==> src/design/sssp_defines.svh <==
`ifndef SSSP_DEFINES_SVH
`define SSSP_DEFINES_SVH

// Register byte offsets on the APB side
`define SSSP_OFS_RX_CTL 8'h00
`define SSSP_OFS_TX_HOLD 8'h04
`define SSSP_OFS_TX_CTL 8'h08
`define SSSP_OFS_BAUD_CTL 8'h0C
`define SSSP_OFS_DIV_HI 8'h10
`define SSSP_OFS_DIV_LO 8'h14
`define SSSP_OFS_RX_HOLD 8'h18
`define SSSP_OFS_IRQ_STAT 8'h1C
`define SSSP_OFS_IRQ_CLR 8'h20
`define SSSP_OFS_IRQ_EN 8'h24
`define SSSP_OFS_INT_CTL 8'h28
`define SSSP_OFS_FLAGS 8'h2C

// Writable bits of each register
`define SSSP_MASK_RX_CTL 8'hF8
`define SSSP_MASK_TX_CTL 8'hFD
`define SSSP_MASK_BAUD_CTL 8'h3B
`define SSSP_MASK_IRQ 8'h07
`define SSSP_MASK_INT_CTL 8'hC0

// Field positions, receive status/control
`define SSSP_B_PORT_EN 7
`define SSSP_B_RX_NINTH_EN 6
`define SSSP_B_CONT_RX 4
`define SSSP_B_OVERRUN 1
`define SSSP_B_RX_NINTH_VAL 0
// Transmit status/control
`define SSSP_B_CLK_SRC 7
`define SSSP_B_TX_NINTH_EN 6
`define SSSP_B_TX_EN 5
`define SSSP_B_SYNC_MODE 4
`define SSSP_B_TX_EMPTY 1
`define SSSP_B_TX_NINTH_VAL 0
// Baud control
`define SSSP_B_RX_IDLE 6
`define SSSP_B_POL_INV 4
// Interrupt control
`define SSSP_B_GLOBAL_IE 7
`define SSSP_B_PERIPH_IE 6
// Interrupt status, clear and enable
`define SSSP_B_IRQ_TX 0
`define SSSP_B_IRQ_RX 1
`define SSSP_B_IRQ_OVR 2

// Reset values
`define SSSP_RST_BYTE 8'h00
`define SSSP_RST_WORD 32'h00000000

`endif

==> src/design/sssp_pkg.sv <==
`default_nettype none

package sssp_pkg;

	typedef logic [7:0] sssp_addr_t;
	typedef logic [31:0] sssp_word_t;

	typedef enum logic {
		TX_IDLE = 1'b0,
		TX_SHIFT = 1'b1
	} sssp_tx_state_t;

endpackage

`default_nettype wire

==> src/design/sssp_port.sv <==
// Functional notes
// RULE1 - Under sleep, first queued word moves into the shift register and sends
// RULE2 - Second word waits in holding register; free flag stays clear meanwhile
// RULE3 - After first word shifts out, second loads, then free flag sets
// RULE4 - Free flag with transmit interrupt enabled raises interrupt and wake
// RULE5 - Software selects slave: clocked mode and port enable set, source clear
// RULE6 - Polarity invert bit inverts the sensed shift strobe pin
// RULE7 - Ninth-bit enable sends nine bits, ninth from the ninth-bit value
// RULE8 - With transmit enabled, holding register write starts slave transmission
// RULE9 - Software clears both receive enables before a slave transmission
// RULE10 - Single receive enable ignored; continuous enable alone controls reception
// RULE11 - Continuous reception keeps working in sleep or idle
// RULE12 - Received word copied to holding register; enabled interrupt wakes device
// RULE13 - Receive done flag sets on completion, interrupt if enabled
// RULE14 - Receive ninth-bit enable gives nine bits; ninth and error readable
// RULE15 - Receive holding read returns low eight data bits
// RULE16 - Clearing continuous receive enable clears pending overrun error
// RULE17 - Software sets global and peripheral enables, bits 7 and 6
// RULE18 - External master supplies the shift strobe in slave mode
// RULE19 - One bit per strobe cycle; strobe synchronised before use
`timescale 1ns/1ps
`default_nettype none
`include "sssp_defines.svh"

module sssp_port (
	input wire logic ref_clk,
	input wire logic sys_rst,
	input wire logic psel,
	input wire logic penable,
	input wire logic pwrite,
	input wire sssp_pkg::sssp_addr_t paddr,
	input wire sssp_pkg::sssp_word_t pwdata,
	output sssp_pkg::sssp_word_t prdata,
	output logic pready,
	output logic pslverr,
	input wire logic shift_strobe_pin,
	input wire logic data_pin_in,
	output logic data_pin_out,
	output logic data_pin_oe,
	input wire logic cpu_sleep,
	output logic irq,
	output logic cpu_irq,
	output logic wake_req
);
	import sssp_pkg::*;

	function automatic logic [3:0] word_bits(input logic ninth);
		word_bits = ninth ? 4'h9 : 4'h8;
	endfunction

	logic [7:0] rx_ctl;
	logic [7:0] tx_ctl;
	logic [7:0] baud_ctl;
	logic [7:0] baud_divisor_high;
	logic [7:0] baud_divisor_low;
	logic [7:0] irq_enable;
	logic [7:0] interrupt_control_reg;
	logic [7:0] transmit_holding_reg;
	logic [7:0] receive_holding_reg;
	logic [8:0] transmit_shift_reg;
	logic [8:0] receive_shift_reg;
	logic [8:0] next_rx_shift;
	logic [3:0] tx_cnt;
	logic [3:0] rx_cnt;
	logic hold_full;
	logic receive_done_flag;
	logic overrun;
	logic rx_ninth;
	sssp_tx_state_t tx_state;
	logic strobe_q1;
	logic strobe_q2;
	logic strobe_prev;
	logic data_q1;
	logic data_q2;
	logic strobe_eff;
	logic strobe_rise;
	logic strobe_fall;
	logic [2:0] irq_stat;
	logic [2:0] irq_ev;
	logic [2:0] irq_clr;
	logic bus_wr;
	logic bus_rd;
	logic setup;
	logic hold_wr;
	logic rx_hold_rd;
	logic serial_port_enable;
	logic slave_mode;
	logic transmit_enable;
	logic continuous_receive_enable;
	logic clock_polarity_invert;
	logic tx_ninth_bit_enable;
	logic rx_ninth_bit_enable;
	logic tx_go;
	logic rx_en;
	logic tx_load;
	logic rx_done;
	logic rx_accept;
	logic rx_overrun;
	logic transmit_buffer_free_flag;
	logic [7:0] rd_rx_ctl;
	logic [7:0] rd_tx_ctl;
	logic [7:0] rd_baud;

	assign setup = psel & ~penable;
	assign bus_wr = psel & penable & pwrite;
	assign bus_rd = psel & penable & ~pwrite;
	assign pready = psel & penable;
	assign hold_wr = bus_wr && paddr == `SSSP_OFS_TX_HOLD;
	assign rx_hold_rd = bus_rd && paddr == `SSSP_OFS_RX_HOLD;

	assign serial_port_enable = rx_ctl[`SSSP_B_PORT_EN];
	assign continuous_receive_enable = rx_ctl[`SSSP_B_CONT_RX];
	assign rx_ninth_bit_enable = rx_ctl[`SSSP_B_RX_NINTH_EN];
	assign transmit_enable = tx_ctl[`SSSP_B_TX_EN];
	assign tx_ninth_bit_enable = tx_ctl[`SSSP_B_TX_NINTH_EN];
	assign clock_polarity_invert = baud_ctl[`SSSP_B_POL_INV];
	// Only the clocked, externally strobed mode moves data here
	assign slave_mode = serial_port_enable & tx_ctl[`SSSP_B_SYNC_MODE]
		& ~tx_ctl[`SSSP_B_CLK_SRC]; // see RULE5
	assign tx_go = slave_mode & transmit_enable; // see RULE8
	// The single receive bit is stored but never looked at
	assign rx_en = slave_mode & continuous_receive_enable & ~overrun
		& (tx_state == TX_IDLE); // see RULE10 see RULE9
	assign transmit_buffer_free_flag = ~hold_full;

	// Register writes
	always_ff @(posedge ref_clk) begin
		if (sys_rst) begin
			rx_ctl <= `SSSP_RST_BYTE;
			tx_ctl <= `SSSP_RST_BYTE;
			baud_ctl <= `SSSP_RST_BYTE;
			baud_divisor_high <= `SSSP_RST_BYTE;
			baud_divisor_low <= `SSSP_RST_BYTE;
			irq_enable <= `SSSP_RST_BYTE;
			interrupt_control_reg <= `SSSP_RST_BYTE;
		end else if (bus_wr) begin
			case (paddr)
			`SSSP_OFS_RX_CTL: rx_ctl <= pwdata[7:0] & `SSSP_MASK_RX_CTL;
			`SSSP_OFS_TX_CTL: tx_ctl <= pwdata[7:0] & `SSSP_MASK_TX_CTL;
			`SSSP_OFS_BAUD_CTL: baud_ctl <= pwdata[7:0] & `SSSP_MASK_BAUD_CTL;
			`SSSP_OFS_DIV_HI: baud_divisor_high <= pwdata[7:0];
			`SSSP_OFS_DIV_LO: baud_divisor_low <= pwdata[7:0];
			`SSSP_OFS_IRQ_EN: irq_enable <= pwdata[7:0] & `SSSP_MASK_IRQ;
			`SSSP_OFS_INT_CTL: begin
				interrupt_control_reg <= pwdata[7:0] & `SSSP_MASK_INT_CTL;
			end
			default: ;
			endcase
		end
	end

	// Strobe and data pins come from the master's domain
	always_ff @(posedge ref_clk) begin
		if (sys_rst) begin
			strobe_q1 <= 1'b0;
			strobe_q2 <= 1'b0;
			data_q1 <= 1'b0;
			data_q2 <= 1'b0;
		end else begin
			strobe_q1 <= shift_strobe_pin; // see RULE19
			strobe_q2 <= strobe_q1;
			data_q1 <= data_pin_in;
			data_q2 <= data_q1;
		end
	end

	assign strobe_eff = strobe_q2 ^ clock_polarity_invert; // see RULE6

	always_ff @(posedge ref_clk) begin
		if (sys_rst) begin
			strobe_prev <= 1'b0;
		end else begin
			strobe_prev <= strobe_eff;
		end
	end

	// Flipping the polarity bit mid-word fakes an edge; change it idle only
	assign strobe_rise = strobe_eff & ~strobe_prev;
	assign strobe_fall = ~strobe_eff & strobe_prev;

	// Holding register: loaded by software, emptied into the shifter
	assign tx_load = tx_go & hold_full & (tx_state == TX_IDLE); // see RULE1

	always_ff @(posedge ref_clk) begin
		if (sys_rst) begin
			transmit_holding_reg <= `SSSP_RST_BYTE;
			hold_full <= 1'b0;
		end else if (hold_wr) begin
			transmit_holding_reg <= pwdata[7:0];
			hold_full <= 1'b1;
		end else if (tx_load) begin
			hold_full <= 1'b0; // see RULE3
		end
	end

	// Shifter: a bit goes out on each rising strobe, ends on the last fall
	always_ff @(posedge ref_clk) begin
		if (sys_rst) begin
			tx_state <= TX_IDLE;
			transmit_shift_reg <= 9'h000;
			tx_cnt <= 4'h0;
			data_pin_out <= 1'b0;
		end else if (!tx_go) begin
			tx_state <= TX_IDLE;
			tx_cnt <= 4'h0;
		end else begin
			case (tx_state)
			TX_IDLE: begin
				if (hold_full) begin
					transmit_shift_reg <= {tx_ctl[`SSSP_B_TX_NINTH_VAL]
						& tx_ninth_bit_enable,
						transmit_holding_reg}; // see RULE7
					tx_cnt <= 4'h0;
					tx_state <= TX_SHIFT; // see RULE8
				end
			end
			TX_SHIFT: begin
				// The waiting word stays put until this one is gone
				if (strobe_rise && tx_cnt != word_bits(tx_ninth_bit_enable)) begin
					data_pin_out <= transmit_shift_reg[0]; // see RULE19
					transmit_shift_reg <= {1'b0, transmit_shift_reg[8:1]};
					tx_cnt <= tx_cnt + 4'h1;
				end else if (strobe_fall
					&& tx_cnt == word_bits(tx_ninth_bit_enable)) begin
					tx_state <= TX_IDLE; // see RULE2
				end
			end
			default: tx_state <= TX_IDLE;
			endcase
		end
	end

	assign data_pin_oe = (tx_state == TX_SHIFT);

	// Receiver samples on falling strobe; runs regardless of cpu_sleep
	always_comb begin
		next_rx_shift = receive_shift_reg;
		next_rx_shift[rx_cnt] = data_q2;
	end

	assign rx_done = rx_en & strobe_fall
		& (rx_cnt == word_bits(rx_ninth_bit_enable) - 4'h1); // see RULE11
	// A read in the same cycle frees the holding register in time
	assign rx_accept = rx_done & (~receive_done_flag | rx_hold_rd);
	assign rx_overrun = rx_done & receive_done_flag & ~rx_hold_rd;

	always_ff @(posedge ref_clk) begin
		if (sys_rst) begin
			receive_shift_reg <= 9'h000;
			rx_cnt <= 4'h0;
		end else if (!rx_en) begin
			rx_cnt <= 4'h0;
		end else if (strobe_fall) begin
			receive_shift_reg <= next_rx_shift;
			rx_cnt <= rx_done ? 4'h0 : rx_cnt + 4'h1;
		end
	end

	// Only one word of receive storage: a second word before a read is lost
	always_ff @(posedge ref_clk) begin
		if (sys_rst) begin
			receive_holding_reg <= `SSSP_RST_BYTE;
			rx_ninth <= 1'b0;
			receive_done_flag <= 1'b0;
		end else if (rx_accept) begin
			receive_holding_reg <= next_rx_shift[7:0]; // see RULE12
			rx_ninth <= rx_ninth_bit_enable & next_rx_shift[8]; // see RULE14
			receive_done_flag <= 1'b1; // see RULE13
		end else if (rx_hold_rd) begin
			receive_done_flag <= 1'b0;
		end
	end

	always_ff @(posedge ref_clk) begin
		if (sys_rst) begin
			overrun <= 1'b0;
		end else if (!continuous_receive_enable) begin
			overrun <= 1'b0; // see RULE16
		end else if (rx_overrun) begin
			overrun <= 1'b1;
		end
	end

	// Sticky event bits; a new event beats a clear in the same cycle
	assign irq_ev[`SSSP_B_IRQ_TX] = tx_load;
	assign irq_ev[`SSSP_B_IRQ_RX] = rx_accept;
	assign irq_ev[`SSSP_B_IRQ_OVR] = rx_overrun;
	assign irq_clr = (bus_wr && paddr == `SSSP_OFS_IRQ_CLR) ?
		pwdata[2:0] : 3'h0;

	for (genvar gi = 0; gi < 3; gi++) begin : g_sticky
		always_ff @(posedge ref_clk) begin
			if (sys_rst) begin
				irq_stat[gi] <= 1'b0;
			end else if (irq_ev[gi]) begin
				irq_stat[gi] <= 1'b1;
			end else if (irq_clr[gi]) begin
				irq_stat[gi] <= 1'b0;
			end
		end
	end

	assign irq = |(irq_stat & irq_enable[2:0]); // see RULE4 see RULE13
	// Wake needs no global enable; vectoring to the core does
	assign wake_req = irq & cpu_sleep; // see RULE12
	assign cpu_irq = irq & interrupt_control_reg[`SSSP_B_GLOBAL_IE]
		& interrupt_control_reg[`SSSP_B_PERIPH_IE]; // see RULE17

	always_comb begin
		rd_rx_ctl = rx_ctl;
		rd_rx_ctl[`SSSP_B_OVERRUN] = overrun; // see RULE14
		rd_rx_ctl[`SSSP_B_RX_NINTH_VAL] = rx_ninth;
		rd_tx_ctl = tx_ctl;
		rd_tx_ctl[`SSSP_B_TX_EMPTY] = (tx_state == TX_IDLE);
		rd_baud = baud_ctl;
		rd_baud[`SSSP_B_RX_IDLE] = (rx_cnt == 4'h0);
	end

	// Read data is captured in the setup cycle, so no wait states
	always_ff @(posedge ref_clk) begin
		if (sys_rst) begin
			prdata <= `SSSP_RST_WORD;
			pslverr <= 1'b0;
		end else if (setup) begin
			pslverr <= 1'b0;
			prdata <= `SSSP_RST_WORD;
			case (paddr)
			`SSSP_OFS_RX_CTL: prdata[7:0] <= rd_rx_ctl;
			`SSSP_OFS_TX_HOLD: ;
			`SSSP_OFS_TX_CTL: prdata[7:0] <= rd_tx_ctl;
			`SSSP_OFS_BAUD_CTL: prdata[7:0] <= rd_baud;
			`SSSP_OFS_DIV_HI: prdata[7:0] <= baud_divisor_high;
			`SSSP_OFS_DIV_LO: prdata[7:0] <= baud_divisor_low;
			`SSSP_OFS_RX_HOLD: prdata[7:0] <= receive_holding_reg; // see RULE15
			`SSSP_OFS_IRQ_STAT: prdata[2:0] <= irq_stat;
			`SSSP_OFS_IRQ_CLR: ;
			`SSSP_OFS_IRQ_EN: prdata[7:0] <= irq_enable;
			`SSSP_OFS_INT_CTL: prdata[7:0] <= interrupt_control_reg;
			`SSSP_OFS_FLAGS: begin
				prdata[1:0] <= {receive_done_flag, transmit_buffer_free_flag};
			end
			default: pslverr <= 1'b1;
			endcase
		end
	end
endmodule

`default_nettype wire

==> config.mk <==
export PLATFORM = sky130hd
export DESIGN_NAME = sssp_port
export DESIGN_NICKNAME = d
export VERILOG_FILES = /design/src/design/sssp_pkg.sv /design/src/design/sssp_port.sv
export VERILOG_INCLUDE_DIRS = /design/src /design/src/design
export SDC_FILE = /design/constraint.sdc
export NUM_CORES = 1
export LEC_CHECK = 0
export ABC_AREA = 1
export BUFFER_PORTS_ARGS = -buffer_cell sky130_fd_sc_hd__buf_2
export CELL_PAD_IN_SITES_DETAIL_PLACEMENT = 1
export CELL_PAD_IN_SITES_GLOBAL_PLACEMENT = 1
export CORE_ASPECT_RATIO = 1.2
export CORE_MARGIN = 8
export CORE_UTILIZATION = 26
export CTS_BUF_LIST = sky130_fd_sc_hd__clkbuf_2
export CTS_CLUSTER_SIZE = 20
export DETAILED_ROUTE_END_ITERATION = 8
export PLACE_DENSITY = 0.54
export SYNTH_ARGS = -nofsm -noshare
export SYNTH_HDL_FRONTEND = slang
export SYNTH_SLANG_ARGS = --single-unit
==> constraint.sdc <==
create_clock -name ref_clk -period 1.6 [get_ports ref_clk]
set_input_delay 0.16 -clock ref_clk [delete_from_list [all_inputs] [get_ports ref_clk]]
set_output_delay 0.16 -clock ref_clk [all_outputs]
set_load 0.02 [all_outputs]
======== After elaboration in Yosys (flattened, before gate mapping) ========
Cells that the tools add are included.
W data, S select, Z words.
word-level totals
  output and inout bits ................... 39
  logic and storage cells ................. 150
  register bits ........................... 103
  input bits .............................. 48
cells by class
  add/subtract/negate cells ............... 3
  reduce and logical (&&, ||, !) cells .... 29
  equal/unequal tests ..................... 16
  multiplexer cells ....................... 31
  bitwise gates (word level) .............. 40
  magnitude comparators ................... 2
operators by type and width
  operator               count
  $pmux W5 S7            1
  $eq A8 B5 Y1 const B   4
  $eq A8 B6 Y1 const B   4
  $and A1 B1 Y1          24
  $mux W9                2
  $pmux W2 S9            1
  $pmux W9 S2            1
  $reduce_and A2 Y1      9
  $mux W1                17
  $eq A8 B4 Y1 const B   2
  $not A1 Y1             13
  $mux W4                3
  $reduce_or A12 Y1      1
  $reduce_bool A2 Y1     5
  $bwmux W9              1
  $add A4 B1 Y4 const B  2
  $eq A4 B4 Y1           2
  $eq A8 B3 Y1 const B   1
  $logic_not A8 Y1       1
  $pmux W4 S2            1
  $logic_and A1 B1 Y1    6
  $pmux W1 S6            1
  $reduce_and A3 Y1      2
  $reduce_or A2 Y1       3
  other kinds (14)       14

======== Depth between registers and ports, before layout ========
Gate-level depths: netlist (run 1).
  depth in word-level cells ............... 10
  depth in mapped cells ................... 9
  depth with buffers taken out ............ 9

======== Least setup slack after synthesis (run 1) ========
No wires, ideal clock.
  path type ............................... reg-to-reg
  start ................................... register tx_state (netlist: data_pin_oe)
  end ..................................... register transmit_shift_reg[0]
  path slack .............................. 0.286 ns
  buffers on the path ..................... 0
  required time ........................... 1.484 ns
  data arrival time ....................... 1.198 ns
  library setup time ...................... 0.116 ns
  period minus slack after synthesis ...... 1.314 ns
  stages on the path, launching flop included .. 8
  cell sequence ........................... dfxtp_1 inv_2 nor3_1 nand3_1 nand2_2 inv_2 nor2_1 nor2_1
on the way
  longest elaborated chain between the ends .. 3
  elaborated cells between the ends (all ways) .. 5
  those cells by class .................... eq/ne (2); mux (1); bitwise (1); reduce/logical (1)
RTL lines
  element                             RTL line          text
  from (decl)                         sssp_port.sv:69   sssp_tx_state_t tx_state;
  from (signal assigned)              sssp_port.sv:199  tx_state <= TX_IDLE;
  from (signal assigned)              sssp_port.sv:204  tx_state <= TX_IDLE;
  from (signal assigned)              sssp_port.sv:214  tx_state <= TX_SHIFT;
  $not A1 Y1                          --
  $ne A2 B2 Y1 (no source line)       --
  $reduce_and A3 Y1 (no source line)  --
  to (signal assigned)                sssp_port.sv:210  transmit_shift_reg <= {tx_ctl[`SSSP_B_TX_NINTH_VAL]
  to (signal assigned)                sssp_port.sv:221  transmit_shift_reg <= {1'b0, transmit_shift_reg[8:1]};
  to (decl)                           sssp_port.sv:60   logic [8:0] transmit_shift_reg;
Parallel ways exist; a longest one is shown, timed or not.
A chain may end at the register's enable or synchronous reset.

======== Worst setup path in the final report (run 1) ========
  start ................................... input port paddr[6]
  end ..................................... register irq_enable[1]
on the way
  longest elaborated chain between the ends .. 2
RTL lines
  element                             RTL line          text
  from (decl)                         sssp_port.sv:31   input wire sssp_pkg::sssp_addr_t paddr,
  $eq A8 B6 Y1                        sssp_port.sv:137  case (paddr)
  $reduce_and A2 Y1 (no source line)  --
  to (signal assigned)                sssp_port.sv:134  irq_enable <= `SSSP_RST_BYTE;
  to (signal assigned)                sssp_port.sv:143  `SSSP_OFS_IRQ_EN: irq_enable <= pwdata[7:0] & `SSSP_MASK_IRQ;
  to (decl)                           sssp_port.sv:56   logic [7:0] irq_enable;
No other way between the ends.

==> run_results.csv, run 1 <==
group,metric,value,unit
timing,period_needed,1643,ps
clock_network,clkTransAtPathRegs,300,ps
power,power_switching_share,26.91,%
timing,timing.fmax,0.6086,GHz
global_route,grt_pass1_vias,5205,
critical_path,rr_worst_depth,7,
finish,areaGrowthSynthToFinish,21.13,%
die,dieWidth,143.1,um
placement,dp.cells,1042,
timing,finalCritPeriodShare,102.7,%
global_route,grt.overflow.total,0,
hold_path,min_path_cells,6,
critical_path,setup.worst_path.start_class,"primary input",
finish,nNetsFinal,874,
global_route,grt_max_degree,60,
critical_path,path_buf_inv,3,
drt,wl_per_cell,15.55,um
critical_path,max_stage_delay,590,ps
finish,fillCellCount,2463,
drt,drcViolationCount,0,
run,maxCapViolCount,0,
timing,rsz0062_at_grt,"yes",
hold_path,hold_path_class,"in -> reg",
power,peakVddDrop,293.7,uV
finish,stdcell_area,6103,um^2
clock_network,insertion_delay,620,ps
clock_network,tritoncts,"built",
critical_path,worst-path-stages,8,
power,p_seq_share,59.5,%
die,rows,56,
finish,instances_no_fill,1088,
global_route,antenna_found_initial,1,
critical_path,worst_path_max_delay_cell,"dlygate4sd3_1",
timing,slew_viol_final,0,
placement,gp_congestion,0.8290,
die,initial_core_util,26.15,%
power,p_int,0.003181,W
global_route,grt_pass1_wl,26590,um
placement,portBuffers,38,
global_route,globalRouteTotalUtil,14.20,%
critical_path,cp.arrival,2230,ps
clock_network,cts-htree-levels,3,
critical_path,endpoint_kind,"flip-flop",
power,clkPwrFrac,33.2,%
drt,antenna_left,0,
die,dieArea,24110,um^2
drt,vias,4923,
logic_synthesis,postSynthCellCount,732,
logic_synthesis,synth_top_area_share,40.92,%
drt,vias_per_cell,4.525,
logic_synthesis,syn-cell-area,5039,um^2
power,switchingPower,0.001171,W
power,cellPowerDensity,713.1,nW/um^2
placement,dp_hpwl,12530,um
logic_synthesis,yosysUniqueCellTypes,34,
logic_synthesis,synth.area.top_cells,"dfxtp_1 41%, nand2_1 11%, nor2_1 9.6%",
timing,final_hold_viol_count,0,
drt,drt-pass1-iter-count,4,
logic_synthesis,yosysWarnings,0,
critical_path,path_cells,"dlygate4sd3_1 -> buf_2 -> nor2_4 -> nand3_1 -> nor2_2 -> nand3_1 -> dlygate4sd3_1 -> a21oi_1",
clock_network,cts_buffers,9,
power,leakage,2.528,nW
logic_synthesis,ys_ff_latch,103,
timing,finalSetupViolCount,4,
timing,layout_setup_ws,-43.12,ps
clock_network,cts_sinks,103,
critical_path,crit_type,"in -> reg",
drt,drt_iter0_markers,234,
clock_network,cts.path.max_buffers,2,
die,die_h,168.5,um
clock_network,clockRootBuffer,"clkbuf_2",
logic_synthesis,seq_area_frac_synth,40.92,%
die,coreArea,19270,um^2
die,io_pins,87,
logic_synthesis,synth_top_cell_by_area,"dfxtp_1",
run_status,status,"finished with violations",
power,comb_power_share,7.3,%
timing,skew,33.46,ps
logic_synthesis,synth.avg_cell_area,6.883,um^2
critical_path,cp.required,2180,ps
critical_path,path_delay_family,"buffers and inverters",
placement,preCtsSetupSlack,-90.07,ps
finish,drive_above_1_share,19.49,%
drt,routed_wl,16920,um
critical_path,crit_fanout,6,
run_status,violations,"negative setup slack",
placement,placed_area,5620,um^2
finish,fin_util,31.68,%
==> layer usage <==
layer	vias up	wire length (um)	GRT usage [%]
met5	-	0	0
met2	75	8291	24.74
met4	0	278	5.185
met1	2359	7811	17.34
li1	2471	-	-
met3	18	538	1.945
==> area by class of cell <==
type | instances | area [um^2] | share of cell area (%)
Antenna cell | 1 | 2.502 | 0.04100
Timing Repair Buffer | 98 | 747.0 | 12.24
Sequential cell | 103 | 2082 | 34.11
Multi-Input combinational cell | 532 | 2526 | 41.39
Clock buffer | 9 | 45.04 | 0.7380
Inverter | 77 | 289.0 | 4.736
Clock inverter | 7 | 85.08 | 1.394
Tap cell | 261 | 326.6 | 5.351
==> power by group through the flow <==
stage / combinational, W / sequential (W) / clock [W]
2_1_floorplan: 0.000203 / 0.00264 / 0
3_3_place_gp: 0.000282 / 0.00263 / 0
3_5_place_dp: 0.000287 / 0.00264 / 0
4_1_cts: 0.000318 / 0.00259 / 0.00152
5_1_grt: 0.000348 / 0.00259 / 0.00160
6_report: 0.000320 / 0.00259 / 0.00144
==> cells in the final DEF (no fill, tap or decap), types with 24 or more instances in the layout <==
master / n
a21oi_1: 58
buf_2: 35
buf_4: 37
conb_1: 24
dfxtp_1: 89
inv_1: 59
nand2_1: 139
nand3_1: 40
nor2_1: 129
o21ai_0: 75
==> metrics by stage <==
stage	TNS [ps]	power, W	hold WS, ps
detailed placement	-752.5	0.002922	380.0
floorplan	0	0.002841	267.0
global placement	-484.9	0.002917	365.4
global route	-452.7	0.004542	57.00
finish	-87.86	0.004352	64.16
CTS	-106.3	0.004433	0.3399
==> synth_stat cells (all sizes together) <==
cell type	count
buf	32
nand4	4
o21ai	82
nor2	146
dfxtp	103
a21boi	1
nor4	1
nand3	46
a31oi	4
xor2	3
xnor2	3
a21oi	61
nor3	2
nor2b	1
conb	1
inv	76
clkbuf	11
nand2	149
ha	5
clkinv	1
==> tightest hold or removal path, delay by kind of cell <==
family / cells / cell delay [ps]
compound gates: 1 / 70
buf+inv: 1 / 110
simple gates: 4 / 340
==> cells by family after synthesis <==
| family | Yosys count | share of synthesized area (%) |
|---|---|---|
| AND/OR/NAND/NOR | 349 | 30.22 |
| other | 1 | 0.07443 |
| buffers and inverters | 120 | 11.27 |
| adder cells (fa/ha/maj) | 5 | 1.242 |
| AO/OA/AOI/OAI | 148 | 15.22 |
| flip-flops | 103 | 40.92 |
| XOR/XNOR | 6 | 1.043 |
==> path summary, 6_finish.rpt <==
kind                                               start                                    end  slack (ps)
worst max-delay path                            paddr[6]             irq_enable[1]$_SDFFE_PP0P_         -40
worst min-delay path                            paddr[7]  interrupt_control_reg[6]$_SDFFE_PP0P_          60
worst max register to register  baud_ctl[4]$_SDFFE_PP0P_     transmit_shift_reg[6]$_SDFFE_PP0P_         120
worst min register to register        data_q1$_SDFF_PP0_                     data_q2$_SDFF_PP0_         410
==> repair_timing <==
item | CTS | global route
hold endpoints to repair | 67 | 0
hold buffers | 20 | 0
buffers inserted | 6 | 3
setup endpoints to repair | 4 | 34
gates resized for setup | 21 | 15
pin swaps | 3 | 0
Power figures use the tool's default switching activity.
==> inputs of run 2 (changes only) <==
--- a/config.mk
+++ b/config.mk
@@ -13,7 +13,7 @@
 export CORE_ASPECT_RATIO = 1.2
 export CORE_MARGIN = 8
 export CORE_UTILIZATION = 26
-export CTS_BUF_LIST = sky130_fd_sc_hd__clkbuf_2
+export CTS_BUF_LIST = sky130_fd_sc_hd__clkbuf_4 sky130_fd_sc_hd__clkbuf_8 sky130_fd_sc_hd__clkbuf_16
 export CTS_CLUSTER_SIZE = 20
 export DETAILED_ROUTE_END_ITERATION = 8
 export PLACE_DENSITY = 0.54
==> run 2 against run 1 <==
Compared with the run above:
- the flow now finishes without violations
- register-to-register slack gained 20 ps
- hold slack lost 50 ps
- sequential power barely moved
- count of clock-buffer cells in the layout grew 3
- total power increased by 24%
- flip-flop and latch count stayed put
- combinational power fell by 10%
- global-route usage decreased by 0.33 points
- wire length down 2.6%
- critical path depth unchanged
- via count shrank 3.6%
- largest cell class unchanged
==> run_results.csv, run 2 (synthesized netlist as in run 1, its figures left out) <==
group,metric,value,unit
timing,finalSetupViolCount,0,
critical_path,setup.worst_path.start_class,"flip-flop",
timing,finalCritPeriodShare,91.49,%
global_route,globalRouteTotalUtil,13.88,%
clock_network,clockRootBuffer,"clkbuf_16",
drt,vias,4747,
clock_network,clkTransAtPathRegs,70,ps
power,leakage,2.485,nW
global_route,grt_pass1_wl,26110,um
clock_network,cts_buffers,9,
critical_path,crit_type,"reg -> reg",
finish,instances_no_fill,1059,
placement,dp_hpwl,12530,um
global_route,grt_pass1_vias,5036,
finish,layout_common_cells,"142 x nand2_1, 128 x nor2_1, 100 x dfxtp_1",
placement,gp_congestion,0.8290,
global_route,antenna_found_initial,0,
critical_path,endpoint_kind,"flip-flop",
clock_network,cts_sinks,103,
run,maxCapViolCount,0,
global_route,grt.overflow.total,0,
finish,n_antenna_cell,0,
finish,stdcell_area,5991,um^2
timing,layout_setup_ws,136.1,ps
power,comb_power_share,5.3,%
timing,final_hold_viol_count,0,
finish,fin_util,31.09,%
drt,drcViolationCount,0,
critical_path,cp.required,1880,ps
die,coreArea,19270,um^2
placement,dp.cells,1042,
timing,slew_viol_final,0,
power,peakVddDrop,498.2,uV
power,cellPowerDensity,900.4,nW/um^2
drt,drt_iter0_markers,196,
finish,nNetsFinal,846,
timing,timing.fmax,0.6831,GHz
critical_path,cp.arrival,1750,ps
die,initial_core_util,26.15,%
clock_network,cts-htree-levels,3,
power,switchingPower,0.001253,W
finish,areaGrowthSynthToFinish,18.90,%
power,p_seq_share,47.7,%
placement,portBuffers,38,
timing,finalSetupTns,0,ps
clock_network,insertion_delay,350,ps
critical_path,crit_fanout,7,
hold_path,hold_path_class,"in -> reg",
global_route,grt_max_degree,60,
drt,routed_wl,16490,um
clock_network,hold_buffers,0,
drt,antenna_left,0,
finish,layout_commonest_cell,"nand2_1",
finish,drive_above_1_share,17.42,%
clock_network,tritoncts,"built",
placement,placed_area,5620,um^2
drt,drt-pass1-iter-count,4,
die,dieArea,24110,um^2
timing,period_needed,1464,ps
die,die_h,168.5,um
drt,vias_per_cell,4.483,
die,dieWidth,143.1,um
drt,wl_per_cell,15.57,um
timing,skew,6.623,ps
power,p_int,0.004141,W
placement,preCtsSetupSlack,-90.07,ps
power,power_switching_share,23.22,%
die,io_pins,87,
run_status,status,"finished, final reports clean",
power,clkPwrFrac,46.9,%
die,rows,56,
clock_network,cts.path.max_buffers,2,
## run 2: cell types whose count changed in the layout (fill, tap and decap cells not counted), sizes merged
cell / before / now
buf: 78 / 70
clkinv: 5 / 2
dlygate4sd3: 20 / 0
clkbuf: 9 / 12
diode: 1 / 0
## run 2: worst max-delay path, cell delays in order (launching register included)
cell	delay, ps
dfxtp_2	350
nand2_1	90
nor2_2	100
nor2b_2	170
nand2_2	90
a21oi_4	220
buf_6	160
nand3_1	70
a21oi_1	150
## run 2: power by group through the flow
stage	combinational (W)	sequential, W	clock (W)
floorplan	0.000203	0.00264	0
detailed placement	0.000287	0.00264	0
global route	0.000314	0.00258	0.00270
finish	0.000288	0.00257	0.00253
global placement	0.000282	0.00263	0
CTS	0.000288	0.00257	0.00263
## run 2: path summary, 6_finish.rpt
kind                          start                             endpoint  cells after the start  slack [ps]
max          rx_ctl[7]$_SDFFE_PP0P_  receive_holding_reg[6]$_SDFFE_PP0P_                      8         140
min                shift_strobe_pin                 strobe_q1$_SDFF_PP0_                      3          10
max reg2reg  rx_ctl[7]$_SDFFE_PP0P_  receive_holding_reg[6]$_SDFFE_PP0P_                      8         140
min reg2reg      data_q1$_SDFF_PP0_                   data_q2$_SDFF_PP0_                      2         410
## run 2: metal layers
layer	part of all wire, %	vias to the layer above	routed length [um]	global-route usage, %
met3	2.9	16	478	1.973
met4	1.6	0	260	4.630
met1	47	2262	7761	17.29
met5	0	-	0	0
met2	48	63	7987	23.90
li1	-	2406	-	-
## run 2: stage by stage
stage	power, W	hold slack [ps]
2_1_floorplan	0.002841	267.0
3_3_place_gp	0.002917	365.4
3_5_place_dp	0.002922	380.0
5_1_grt	0.005594	30.82
4_1_cts	0.005494	3.005
6_report	0.005394	14.17
## run 2: what timing repair did
item / 4_1_cts / 5_1_grt
setup endpoints to repair: 0 / 20
setup buffers: 0 / 1
resized for setup: 0 / 10
## run 2: area by class of cell
type	instances	area, um^2
fillers	2468	13280
repair buffers	70	459.2
inverters	77	289.0
clock inverters	4	73.82
clock buffers	12	266.5
flip-flops and latches	103	2066
well taps	261	326.6
multi-input cells	532	2510
